[src/design/ddb_regs.svh]
// Register offsets, field positions and reset values for the digital data block.
// Included by the block and the bench; holds definitions only.
`ifndef DDB_REGS_SVH
`define DDB_REGS_SVH
`define DDB_ADDR_COUNT 3'h0
`define DDB_ADDR_PERIOD 3'h1
`define DDB_ADDR_CAPCMP 3'h2
`define DDB_ADDR_CTRL 3'h3
`define DDB_CTRL_ENABLE_BIT 0
`define DDB_CTRL_FULLTC_BIT 1
`define DDB_RESET_BYTE 8'h00
`define DDB_READ_ZERO 8'h00
`endif

[src/design/ddb_pkg.sv]
// Types shared by the digital data block and its bench.
// Assumes ddb_regs.svh is on the include path.
package ddb_pkg;
  typedef enum logic [1:0] {
    DDB_FN_TIMER,
    DDB_FN_COUNTER,
    DDB_FN_DEADBAND,
    DDB_FN_CRCSEQ
  } ddb_func_e;
  typedef enum logic [2:0] {
    DDB_CMP_LE,
    DDB_CMP_LT,
    DDB_CMP_EQ,
    DDB_CMP_GE,
    DDB_CMP_GT
  } ddb_cmp_e;
endpackage

[src/design/ddb_block.sv]
// Configurable 8-bit digital block: timer, counter, dead band, CRC/sequence.
// Assumes a one-cycle strobe bus master, synchronous inputs, single clock.
// What this block does
// - Count register holds down counter, hidden.
// - Disabled period write also loads count, except in sequence mode.
// - Disabled count read returns zero, captures.
// - Enabled timer count read captures, chain too.
// - Timer software capture blocked while capture input high.
// - Period plus one clocks, reload after end.
// - Timer period zero: inverted clock or high.
// - Enabled period write reloads after period end.
// - Timer capture event copies count to capture.
// - Timer compare drives auxiliary output.
// - Timer capture writes only while disabled.
// - Counter read captures when disabled or gated.
// - Counter period zero drives auxiliary high.
// - Counter compare drives primary output.
// - Counter capture register always writable.
// - Counter behaviour follows enable bit and gate: gate low holds count.
// - Dead band period zero gives one clock.
// - Sequence mode shift state, seed loads it.
// - Sequence compare drives auxiliary output.
// - Disabled sequence read captures residue.
// - Control bit zero enables synchronously.
`timescale 1ns/100ps
`include "ddb_regs.svh"
module ddb_block (
  input wire logic clk_in,
  input wire logic resetn_in,
  input wire logic [2:0] addr_in,
  input wire logic [7:0] wdata_in,
  input wire logic wr_in,
  input wire logic rd_in,
  output logic [7:0] rdata_out,
  input wire ddb_pkg::ddb_func_e func_in,
  input wire ddb_pkg::ddb_cmp_e cmp_in,
  input wire logic data_in,
  input wire logic capture_in,
  input wire logic chain_capture_in,
  output logic chain_capture_out,
  output logic primary_out,
  output logic aux_out,
  output logic period_end_pulse_out
);
  import ddb_pkg::*;

  logic [7:0] count_state_reg;
  logic [7:0] period_reg;
  logic [7:0] capture_compare_reg;
  logic [7:0] ctrl_reg;
  logic enable;
  logic full_tc;
  logic terminal;
  logic cmp_hit;
  logic fb;
  logic capture_d_reg;
  logic [7:0] count_next;
  logic sw_capture;
  logic hw_capture;
  logic wr_period;
  logic wr_capcmp;
  logic wr_ctrl;
  logic rd_count;
  logic primary_next;
  logic aux_next;
  logic phase_reg;

  assign enable = ctrl_reg[`DDB_CTRL_ENABLE_BIT];
  assign full_tc = ctrl_reg[`DDB_CTRL_FULLTC_BIT];
  assign terminal = (count_state_reg == 8'h00);
  assign wr_period = wr_in && (addr_in == `DDB_ADDR_PERIOD);
  assign wr_capcmp = wr_in && (addr_in == `DDB_ADDR_CAPCMP);
  assign wr_ctrl = wr_in && (addr_in == `DDB_ADDR_CTRL);
  assign rd_count = rd_in && (addr_in == `DDB_ADDR_COUNT);

  // Compare type selected by configuration input
  always_comb begin
    case (cmp_in)
      DDB_CMP_LE: cmp_hit = (count_state_reg <= capture_compare_reg);
      DDB_CMP_LT: cmp_hit = (count_state_reg < capture_compare_reg);
      DDB_CMP_EQ: cmp_hit = (count_state_reg == capture_compare_reg);
      DDB_CMP_GE: cmp_hit = (count_state_reg >= capture_compare_reg);
      DDB_CMP_GT: cmp_hit = (count_state_reg > capture_compare_reg);
      default: cmp_hit = 1'b0;
    endcase
  end

  // Software capture from a count read, per function
  always_comb begin
    sw_capture = 1'b0;
    case (func_in)
      DDB_FN_TIMER: sw_capture = rd_count && !capture_in;
      DDB_FN_COUNTER: sw_capture = rd_count && (!enable || !data_in);
      DDB_FN_DEADBAND: sw_capture = rd_count && !enable;
      DDB_FN_CRCSEQ: sw_capture = rd_count && !enable;
      default: sw_capture = 1'b0;
    endcase
  end

  // Rising capture edge, or a lower block of the chain capturing
  assign hw_capture = (func_in == DDB_FN_TIMER) && enable &&
                      ((capture_in && !capture_d_reg) || chain_capture_in);

  // Sequence feedback: parity of tapped state bits
  assign fb = ^(count_state_reg & period_reg);

  always_comb begin
    count_next = count_state_reg;
    if (!enable) begin
      if (func_in == DDB_FN_CRCSEQ) begin
        if (wr_capcmp) begin
          count_next = wdata_in;
        end
      end else if (wr_period) begin
        count_next = wdata_in;
      end
    end else if (func_in == DDB_FN_CRCSEQ) begin
      count_next = {count_state_reg[6:0], fb};
    end else if (func_in == DDB_FN_COUNTER && !data_in) begin
      count_next = count_state_reg;
    end else if (terminal) begin
      count_next = period_reg;
    end else begin
      count_next = count_state_reg - 8'h01;
    end
  end

  always_ff @(posedge clk_in) begin
    if (!resetn_in) begin
      count_state_reg <= `DDB_RESET_BYTE;
    end else begin
      count_state_reg <= count_next;
    end
  end

  // Period writes accepted at any time; polynomial timing is software's job
  always_ff @(posedge clk_in) begin
    if (!resetn_in) begin
      period_reg <= `DDB_RESET_BYTE;
    end else if (wr_period) begin
      period_reg <= wdata_in;
    end
  end

  always_ff @(posedge clk_in) begin
    if (!resetn_in) begin
      ctrl_reg <= `DDB_RESET_BYTE;
    end else if (wr_ctrl) begin
      ctrl_reg <= wdata_in;
    end
  end

  always_ff @(posedge clk_in) begin
    if (!resetn_in) begin
      capture_d_reg <= 1'b0;
    end else begin
      capture_d_reg <= capture_in;
    end
  end

  // Capture wins over a bus write in the same cycle
  always_ff @(posedge clk_in) begin
    if (!resetn_in) begin
      capture_compare_reg <= `DDB_RESET_BYTE;
    end else if (sw_capture || hw_capture) begin
      capture_compare_reg <= count_state_reg;
    end else if (wr_capcmp) begin
      if (func_in != DDB_FN_TIMER || !enable) begin
        capture_compare_reg <= wdata_in;
      end
    end
  end

  // Higher bytes of a chained timer capture one clock after this one
  always_ff @(posedge clk_in) begin
    if (!resetn_in) begin
      chain_capture_out <= 1'b0;
    end else begin
      chain_capture_out <= (func_in == DDB_FN_TIMER) && enable &&
                           (rd_count && !capture_in);
    end
  end

  // Count reads always return zero; hidden state never reaches the bus
  always_ff @(posedge clk_in) begin
    if (!resetn_in) begin
      rdata_out <= `DDB_READ_ZERO;
    end else if (rd_in) begin
      case (addr_in)
        `DDB_ADDR_COUNT: rdata_out <= `DDB_READ_ZERO;
        `DDB_ADDR_CAPCMP: rdata_out <= capture_compare_reg;
        `DDB_ADDR_CTRL: rdata_out <= ctrl_reg;
        default: rdata_out <= `DDB_READ_ZERO;
      endcase
    end else begin
      rdata_out <= `DDB_READ_ZERO;
    end
  end

  // Half-cycle terminal output modelled as a one-clock phase toggle
  always_ff @(posedge clk_in) begin
    if (!resetn_in) begin
      phase_reg <= 1'b0;
    end else begin
      phase_reg <= !phase_reg;
    end
  end

  always_comb begin
    primary_next = 1'b0;
    aux_next = 1'b0;
    case (func_in)
      DDB_FN_TIMER: begin
        if (enable && period_reg == 8'h00) begin
          primary_next = full_tc ? 1'b1 : phase_reg;
        end else begin
          primary_next = enable && terminal;
        end
        aux_next = enable && cmp_hit;
      end
      DDB_FN_COUNTER: begin
        primary_next = enable && cmp_hit;
        aux_next = (period_reg == 8'h00) ? 1'b1 : (enable && terminal);
      end
      DDB_FN_DEADBAND: begin
        primary_next = enable && !terminal;
        aux_next = enable && terminal;
      end
      DDB_FN_CRCSEQ: begin
        primary_next = count_state_reg[7];
        aux_next = enable && cmp_hit;
      end
      default: begin
        primary_next = 1'b0;
        aux_next = 1'b0;
      end
    endcase
  end

  always_ff @(posedge clk_in) begin
    if (!resetn_in) begin
      primary_out <= 1'b0;
      aux_out <= 1'b0;
      period_end_pulse_out <= 1'b0;
    end else begin
      primary_out <= primary_next;
      aux_out <= aux_next;
      period_end_pulse_out <= enable && terminal && func_in != DDB_FN_CRCSEQ;
    end
  end
endmodule

[config.mk]
export PLATFORM = sky130hd
export DESIGN_NAME = ddb_block
export DESIGN_NICKNAME = d
export VERILOG_FILES = /design/src/design/ddb_pkg.sv /design/src/design/ddb_block.sv
export VERILOG_INCLUDE_DIRS = /design/src /design/src/design
export SDC_FILE = /design/constraint.sdc
export NUM_CORES = 1
export LEC_CHECK = 0
export BUFFER_PORTS_ARGS = -buffer_cell sky130_fd_sc_hd__buf_2
export CAP_MARGIN = 25
export CORE_MARGIN = 5
export CORE_UTILIZATION = 58
export CTS_CLUSTER_SIZE = 30
export DETAILED_ROUTE_END_ITERATION = 7
export PLACE_DENSITY = 0.77
export RECOVER_POWER = 25
export REMOVE_ABC_BUFFERS = 1
export SETUP_SLACK_MARGIN = 0.02
export SLEW_MARGIN = 20
export SYNTH_ARGS = -nofsm -noshare
export SYNTH_HDL_FRONTEND = slang
export SYNTH_SLANG_ARGS = --single-unit
[constraint.sdc]
create_clock -name clk_in -period 2.99 [get_ports clk_in]
set_clock_uncertainty 0.15 [all_clocks]
set_input_delay 0.4485 -clock clk_in [delete_from_list [all_inputs] [get_ports clk_in]]
set_output_delay 0.4485 -clock clk_in [all_outputs]
set_load 0.02 [all_outputs]
; ---- Word-level counts from Yosys, hierarchy flattened
; Index checks and enable logic that the tools add are counted.
[classes]
add_sub_neg = 1
multipliers = 0
n_div = 0
order_cmp = 4
n_eq_ne = 14
shift = 0
n_mux = 18
bitwise = 1
reduce_logical = 42
[ops]
columns = cell, n
row1 = 8-bit two-way mux, 10
row2 = 1-bit logical AND, 17
row3 = 8-bit zero test, 2
row4 = 8-bit one-hot mux with 2 select lines, 1
row5 = "3-bit by 2-bit equality test with 1-bit output, second input constant", 4
row6 = 8-bit bitwise AND, 1
row7 = 8-bit equality test, 1
row8 = 8-bit greater-or-equal comparator, 1
row9 = 8-bit greater-than comparator, 1
row10 = 8-bit less-or-equal comparator, 1
row11 = 8-bit less-than comparator, 1
row12 = 8-bit parity, 1
row13 = "8-bit by 1-bit subtractor with 8-bit output, second input constant", 1
row14 = "3-bit by 1-bit equality test with 1-bit output, second input constant", 2
row15 = 1-bit zero test, 6
row16 = 3-bit zero test, 2
row17 = "3-bit != test, second input constant", 2
row18 = 1-bit one-hot mux with 3 select lines, 2
row19 = 2-bit nonzero test, 3
row20 = 1-bit one-hot mux with 5 select lines, 1
row21 = "2-bit equality test, second input constant", 2
row22 = 1-bit logical OR, 4
row23 = 1-bit one-hot mux with 4 select lines, 1
row24 = 2-bit AND reduction, 2
row25 = 8 further kinds, 11
[totals]
ff_bits = 46
latch_bits = 0
mem_bits_rw = 0
rom_bits = 0
in_bits = 23
output_inout_bits = 12
wordCells = 91
mem_count = 0

; ---- Longest topological paths before layout
; Gate-level depths: netlist of run 1.
[logic_depth]
depth_word = 7
mapped_depth = 10
mapped_depth_nobuf = 8

; ---- Least setup slack after synthesis of run 1
; OpenSTA, ideal clock, no wires.
[synth_path]
path_kind = reg2reg
startpoint = register count_state_reg[0]
endpoint = register primary_out
setup_time_ps = 122
t_arrival_ps = 1907
required_ps = 2718
setup_slack_ps = 811
path_stages_with_launch = 10
n_path_buf = 1
synth_period_minus_slack_ps = 2179
path_cell_list = dfxtp_1 -> buf_6 -> inv_1 -> ha_1 -> nand4_1 -> or2_2 -> nand3_1 -> a21oi_1 -> o41a_1 -> a311o_1
[synth_via]
elab_chain_len = 4
elab_cells_between_ends = 13
classes_between = order compare (4) / eq/ne (1) / mux (3) / reduce/logical (5)
[synth_lines]
columns = element, line_no
row1 = from (decl), ddb_block.sv:47  ; logic [7:0] count_state_reg;
row2 = from (signal assigned), ddb_block.sv:130  ; count_state_reg <= `DDB_RESET_BYTE;
row3 = from (signal assigned), ddb_block.sv:132  ; count_state_reg <= count_next;
row4 = "8-bit greater-than comparator, or another cell as far along", ddb_block.sv:83  ; DDB_CMP_GT: cmp_hit = (count_state_reg > capture_compare_reg);
row5 = "1-bit one-hot mux with 5 select lines, or another cell as far along", ddb_block.sv:78  ; case (cmp_in)
row6 = "1-bit logical AND, or another cell as far along", ddb_block.sv:222  ; primary_next = enable && cmp_hit;
row7 = 1-bit one-hot mux with 4 select lines *, ddb_block.sv:212  ; case (func_in)
row8 = to (signal assigned), ddb_block.sv:246  ; primary_out <= primary_next;
row9 = to (decl), ddb_block.sv:41  ; output logic primary_out,
; Mark *: on every way between the ends. The rest lies on a longest branch, timed or not.
; A chain may end at the register's enable or synchronous reset.

; ---- Worst setup path in the final report of run 1
[layout_path]
startpoint = register count_state_reg[0]
endpoint = register count_state_reg[2]
[layout_via]
elab_chain_len = 5
elab_cells_between_ends = 6
classes_between = add/sub (1) / mux (4) / reduce/logical (1)
[layout_lines]
columns = element, line_no
row1 = 8-bit by 1-bit subtractor with 8-bit output / 8-bit zero test (equally long branches), "ddb_block.sv:124, ddb_block.sv:70"
row2 = 8-bit two-way mux *, ddb_block.sv:121  ; end else if (terminal) begin
row3 = 8-bit two-way mux *, ddb_block.sv:119  ; end else if (func_in == DDB_FN_COUNTER && !data_in) begin
row4 = 8-bit two-way mux *, ddb_block.sv:117  ; end else if (func_in == DDB_FN_CRCSEQ) begin
row5 = 8-bit two-way mux *, ddb_block.sv:109  ; if (!enable) begin
; Mark *: on every way between the ends. The rest lies on a longest branch, timed or not. The select of a mux whose other input is x is not followed.

==> run summary, run 1 <==
Status: finished, final reports clean
Worst setup path class: flop to flop
Chip width: 78.25 um
Clock Root Buffer: clkbuf_8
Final setup TNS: 0 ns
Synth Instances: 336
Hold Vio Cnt, Final: 0
H-tree depth: 2
Post-Syn Area: 2701 um2
Worst-Margin Slew: 0.6798 ns
Max stage delay on crit path: 0.39 ns
Die ar.: 6122 um2
Die height: 78.25 um
Worst Path Arrival: 2.56 ns
Grt total ovfl: 0
Synth top area cells: dfxtp_1 34%, nand2_1 8.3%, ha_1 6.9%
Row Count: 24
M1 WL: 3052 um
Final GP Congestion: 0.9413
Vias in the first global route: 2,397
CTS-repair resized insts: 0
Initial Util: 60.78%
Post CTS Setup Buffer Count: 0
CP required: 3.09 ns
Total clock sinks: 46
Post-synth top cells: 60 x nand2_1, 46 x dfxtp_1, 35 x nor2_1, 31 x a21oi_1, 16 x mux2i_1
Vias/cell: 6.050
Port Buf Inserts: 34
Most used DFF post-synth: dfxtp_1
Max Buffers Root-to-Sink: 2
Antenna violations before repair: 0
Yosys top cell area share: 34.09%
Kind of end point of the critical path: flop
Worst-Skew Late Latency: 0.30 ns
CP delay by family, top: compound AO/OA/AOI/OAI gates
# hold bufs at CTS: 0
Leakage: 1.188 nW
Layout cells sized above 1: 16.39%
Routed Antenna Nets: 0
Post-synth EDFFs: 0
Layout area overhead: 10.33%
Max_slew headroom: 54.51%
Detail Placement HPWL: 5242 um
Top-count cell post-synth: nand2_1
Avg WL per Cell: 16.66 um
WP buf/inv: 2
Worst-path maximum fanout: 10
Total CTS buffers: 5
Slowest cell on crit path: dfxtp_1
Min-delay worst type: primary input to flop
Ys async rst share: 0%
Global-route wire length before repair: 11,450 um
Tcrit/Tclk final: 82.53%
Max-cap viol count: 0
Sequential share of the synthesized area: 34.09%
Total Power: 1.358 mW
Max Clk Rate: 405.3 MHz
Ant diodes: 0
Nets: 404
Period minus WS final: 2.468 ns
Clock transition at path regs: 0.09 ns
IR drop worst, VDD: 0.2909 mV
TritonCTS clock tree: yes
Core Region: 4444 um2
Worst hold slack: 0.2556 ns
Tot GR Track Use: 23.20%
Routed met2 length: 3256 um
Largest net degree at the start of global routing: 22
Power Density: 455.8 nW/um2
FF+latch count, synth: 46
Library cells used by synthesis: 51
RSZ-0062 raised after global routing: false
DR top layer: met4
Avg Cell Area, Syn: 8.040 um2
Detailed Routing Iterations Pass 1: 5
Critical-path cell list: inv_1, ha_1, nor2b_1, nand3_1, buf_4, a211o_1, a311oi_1, a31o_2
Vias: 2,529
Cell taking the most area after synthesis: dfxtp_1
IO Count: 35
DRC viols: 0
Routed met3 length: 468 um
Number of warnings issued by yosys: 0
Final Setup Violations: 0
Routed wire length: 6962 um
FILL cells: 400
DR iter-0 viols: 200
Max-slew violations: 0
Startpoint type of the worst setup path: flop
worst paths after layout:
path | start | to | slack [ns] | cells after the start
setup / recovery | count_state_reg[0] | count_state_reg[2] | 0.52 | 8
hold / removal | capture_in | capture_d_reg | 0.26 | 2
setup reg to reg | count_state_reg[0] | count_state_reg[2] | 0.52 | 8
hold reg to reg | phase_reg | phase_reg | 0.28 | 1
power by group:
group,internal (mW),total (mW),switching (mW)
clock,0.268,0.473,0.205
combinational,0.0980,0.241,0.143
sequential,0.627,0.645,0.0178
cells by family after synthesis:
kind of cell / share of synthesized area, %
flops: 34.09
buf+inv: 6.160
xor+xnor: 3.242
compound gates: 17.46
simple gates: 23.67
fa+ha+maj: 6.948
mux: 8.430
metal layers:
metal	vias up	track usage, %
li1	1228	-
met1	1201	29.50
met2	86	38.36
met3	14	5.606
met4	0	8.392
met5	-	0
placed cells by master, fill, tap and decap left out, drive strengths merged, types with 8 or more instances in the layout:
cell type   n
nor2       36
clkbuf     12
o21ai      11
inv        14
mux2i      16
a21oi      31
dfxtp      46
ha         15
buf        35
xnor2       8
nand2      60
area by class of cell:
type / count / area [um2] / area share [%]
multi-input cells: 258 / 1614 / 54.16
flip-flops and latches: 46 / 920.9 / 30.90
repair buffers: 41 / 215.2 / 7.221
clock buffers: 6 / 82.58 / 2.771
well taps: 52 / 65.06 / 2.183
inverters: 14 / 52.55 / 1.763
clock inverters: 1 / 30.03 / 1.008
metrics by stage:
step	util (%)	instances	cell area (um2)	worst slack (ns)
floorplan	-	318	2587	0.7678
global placement	64.70	411	2875	0.6497
detailed placement	64.70	411	2875	0.6164
CTS	67.23	418	2988	0.5727
global route	67.06	418	2980	0.3646
finish	67.06	418	2980	0.5224
Power figures use the tool's default switching activity.
==> inputs of run 2 (changes only) <==
- CORE_UTILIZATION: 58 -> 52
- PLACE_DENSITY: 0.77 -> 0.73
- clock period: 2.99 -> 2.25 ns (I/O delays scaled with it)
==> run summary, run 2 (same netlist as run 1, synthesis figures left out) <==
Clock transition at path regs: 0.09 ns (about the same)
Global-route wire length before repair: 11,250 um (was 11,450 um)
Worst-Margin Slew: 0.6361 ns (was 0.6798 ns)
Leakage: 1.308 nW (was 1.188 nW)
CP required: 2.28 ns (was 3.09 ns)
Power Density: 612.7 nW/um2 (was 455.8 nW/um2)
Crit. path cell count: 8 (unchanged)
Worst setup path class: flop to flop (unchanged)
Routed wire length: 7348 um (was 6962 um)
Detailed Routing Iterations Pass 1: 5 (unchanged)
Initial Util: 53.23% (was 60.78%)
Final GP Congestion: 0.9243 (was 0.9413)
Worst Path Arrival: 2.23 ns (was 2.56 ns)
Period minus WS final: 2.192 ns (was 2.468 ns)
Cells after DPL: 444 (was 411)
Max-slew violations: 0 (unchanged)
Vias in the first global route: 2,360 (was 2,397)
Total CTS buffers: 5 (unchanged)
FILL cells: 460 (was 400)
Max Buffers Root-to-Sink: 2 (unchanged)
Worst-path maximum fanout: 3 (was 10)
DRC viols: 0 (unchanged)
Clock network power share: 38.1% (was 34.8%)
Total clock sinks: 46 (unchanged)
Detail Placement HPWL: 5398 um (was 5242 um)
Avg WL per Cell: 16.22 um (was 16.66 um)
Cell Area, Placed: 3010 um2 (was 2875 um2)
Kind of end point of the critical path: flop (unchanged)
Switching portion of total power: 25.69% (was 26.94%)
Clock Root Buffer: clkbuf_8 (unchanged)
Max stage delay on crit path: 0.39 ns (about the same)
Hold path cells: 2 (unchanged)
Worst hold slack: 0.1395 ns (was 0.2556 ns)
Startpoint type of the worst setup path: flop (unchanged)
Post-layout instance area: 3219 um2 (was 2980 um2)
Tcrit/Tclk final: 97.42% (was 82.53%)
DR iter-0 viols: 176 (was 200)
Hold Vio Cnt, Final: 0 (unchanged)
Antenna violations before repair: 0 (unchanged)
Grt total ovfl: 0 (unchanged)
Layout area overhead: 19.18% (was 10.33%)
Min-delay worst type: primary input to flop (unchanged)
Max_slew headroom: 57.59% (was 54.51%)
Fin cells: 453 (was 418)
Reg2reg path depth: 8 (unchanged)
Routed Antenna Nets: 0 (unchanged)
Tot GR Track Use: 21.89% (was 23.20%)
IR drop worst, VDD: 0.4735 mV (was 0.2909 mV)
Pint: 1.466 mW (was 992.3 uW)
Port Buf Inserts: 34 (unchanged)
H-tree depth: 2 (unchanged)
Slowest cell on crit path: o41a_1 (was dfxtp_1)
Critical-path cell list: inv_1, ha_4, nor2b_4, o211ai_1, a21o_1, and3_1, o41a_1, a311o_1 (was inv_1, ha_1, nor2b_1, nand3_1, buf_4, a211o_1, a311oi_1, a31o_2)
Ant diodes: 0 (unchanged)
Worst-Skew Late Latency: 0.30 ns (about the same)
Largest net degree at the start of global routing: 26 (was 22)
Layout cells sized above 1: 25.07% (was 16.39%)
RSZ-0062 raised after global routing: false (unchanged)
Status: finished, final reports clean (unchanged)
Core Region: 5075 um2 (was 4444 um2)
Final Setup Violations: 0 (unchanged)
CP delay by family, top: compound AO/OA/AOI/OAI gates (unchanged)
Max Clk Rate: 456.2 MHz (was 405.3 MHz)
TritonCTS clock tree: yes (unchanged)
IO Count: 35 (unchanged)
Flop pwr share: 43.0% (was 47.5%)
Vias: 2,619 (was 2,529)
Die ar.: 6736 um2 (was 6122 um2)
Most frequent cells in the layout: 60 x nand2_1, 38 x dfxtp_1, 35 x nor2_1 (was 60 x nand2_1, 46 x dfxtp_1, 35 x nor2_1)
Row Count: 26 (was 24)
Comb power frac: 18.9% (was 17.7%)
Vias/cell: 5.781 (was 6.050)
Nets: 420 (was 404)
Die height: 82.08 um (was 78.25 um)
Max-cap viol count: 0 (unchanged)
Sw power: 506.7 uW (was 366.0 uW)
# hold bufs at CTS: 0 (unchanged)
WP buf/inv: 1 (was 2)
Most common cell after layout, fill and taps aside: nand2_1 (unchanged)
Chip width: 82.08 um (was 78.25 um)
## run 2: cell types whose count changed in the layout (fill, tap and decap cells not counted), sizes merged
cell | before | now
buf | 35 | 51
bufinv | 1 | 2
## run 2: metrics by stage
stage / utilization, % / setup WS (ns) / power (mW) / setup TNS (ns)
floorplan: - / 0.02777 / 1.077 / 0
global placement: 59.32 / 0.03954 / 1.204 / 0
detailed placement: 59.32 / -0.02001 / 1.211 / -0.02001
CTS: 62.92 / 0.02410 / 1.965 / 0
global route: 63.44 / 0.02183 / 2.048 / 0
finish: 63.44 / 0.05816 / 1.973 / 0
## run 2: repair_timing
action	4_1_cts	5_1_grt
setup endpoints to repair	1	8
resized for setup	8	11
pin swaps	4	4
setup buffers	1	0
## run 2: power by group through the flow
stage / sequential (mW) / clock [mW] / combinational (mW)
final: 0.848 / 0.752 / 0.372
after CTS: 0.848 / 0.766 / 0.352
after detailed placement: 0.865 / 0 / 0.346
after global placement: 0.864 / 0 / 0.339
after floorplan: 0.872 / 0 / 0.205
after global routing: 0.851 / 0.794 / 0.403
## run 2: worst reg2reg max path: cells and delay by family, from the launching register on
family          cells  cell delay, ns
flops               1            0.34
fa+ha+maj           1            0.27
compound gates      4            1.00
simple gates        2            0.27
buf+inv             1            0.06
## run 2: cell type report
class | count | area [um2] | share of cell area, %
Clock buffer | 6 | 82.58 | 2.565
Clock inverter | 2 | 60.06 | 1.866
Inverter | 14 | 52.55 | 1.632
Multi-Input combinational cell | 258 | 1672 | 51.92
Sequential cell | 46 | 930.9 | 28.92
Tap cell | 70 | 87.58 | 2.721
Timing Repair Buffer | 57 | 334.1 | 10.38
## run 2: routing by layer
layer  share of wire (%)  GRT usage [%]  wire [um]
met5                   0              0          0
met4                0.86          5.482         63
met3                 8.0          3.180        589
met2                  49          38.61       3628
met1                  42          27.85       3067
## run 2: path summary, 6_finish.rpt
check,from,to,slack (ns)
hold reg to reg,phase_reg,phase_reg,0.30
setup / recovery,capture_compare_reg[1],primary_out,0.06
setup reg to reg,capture_compare_reg[1],primary_out,0.06
hold / removal,capture_in,capture_d_reg,0.14
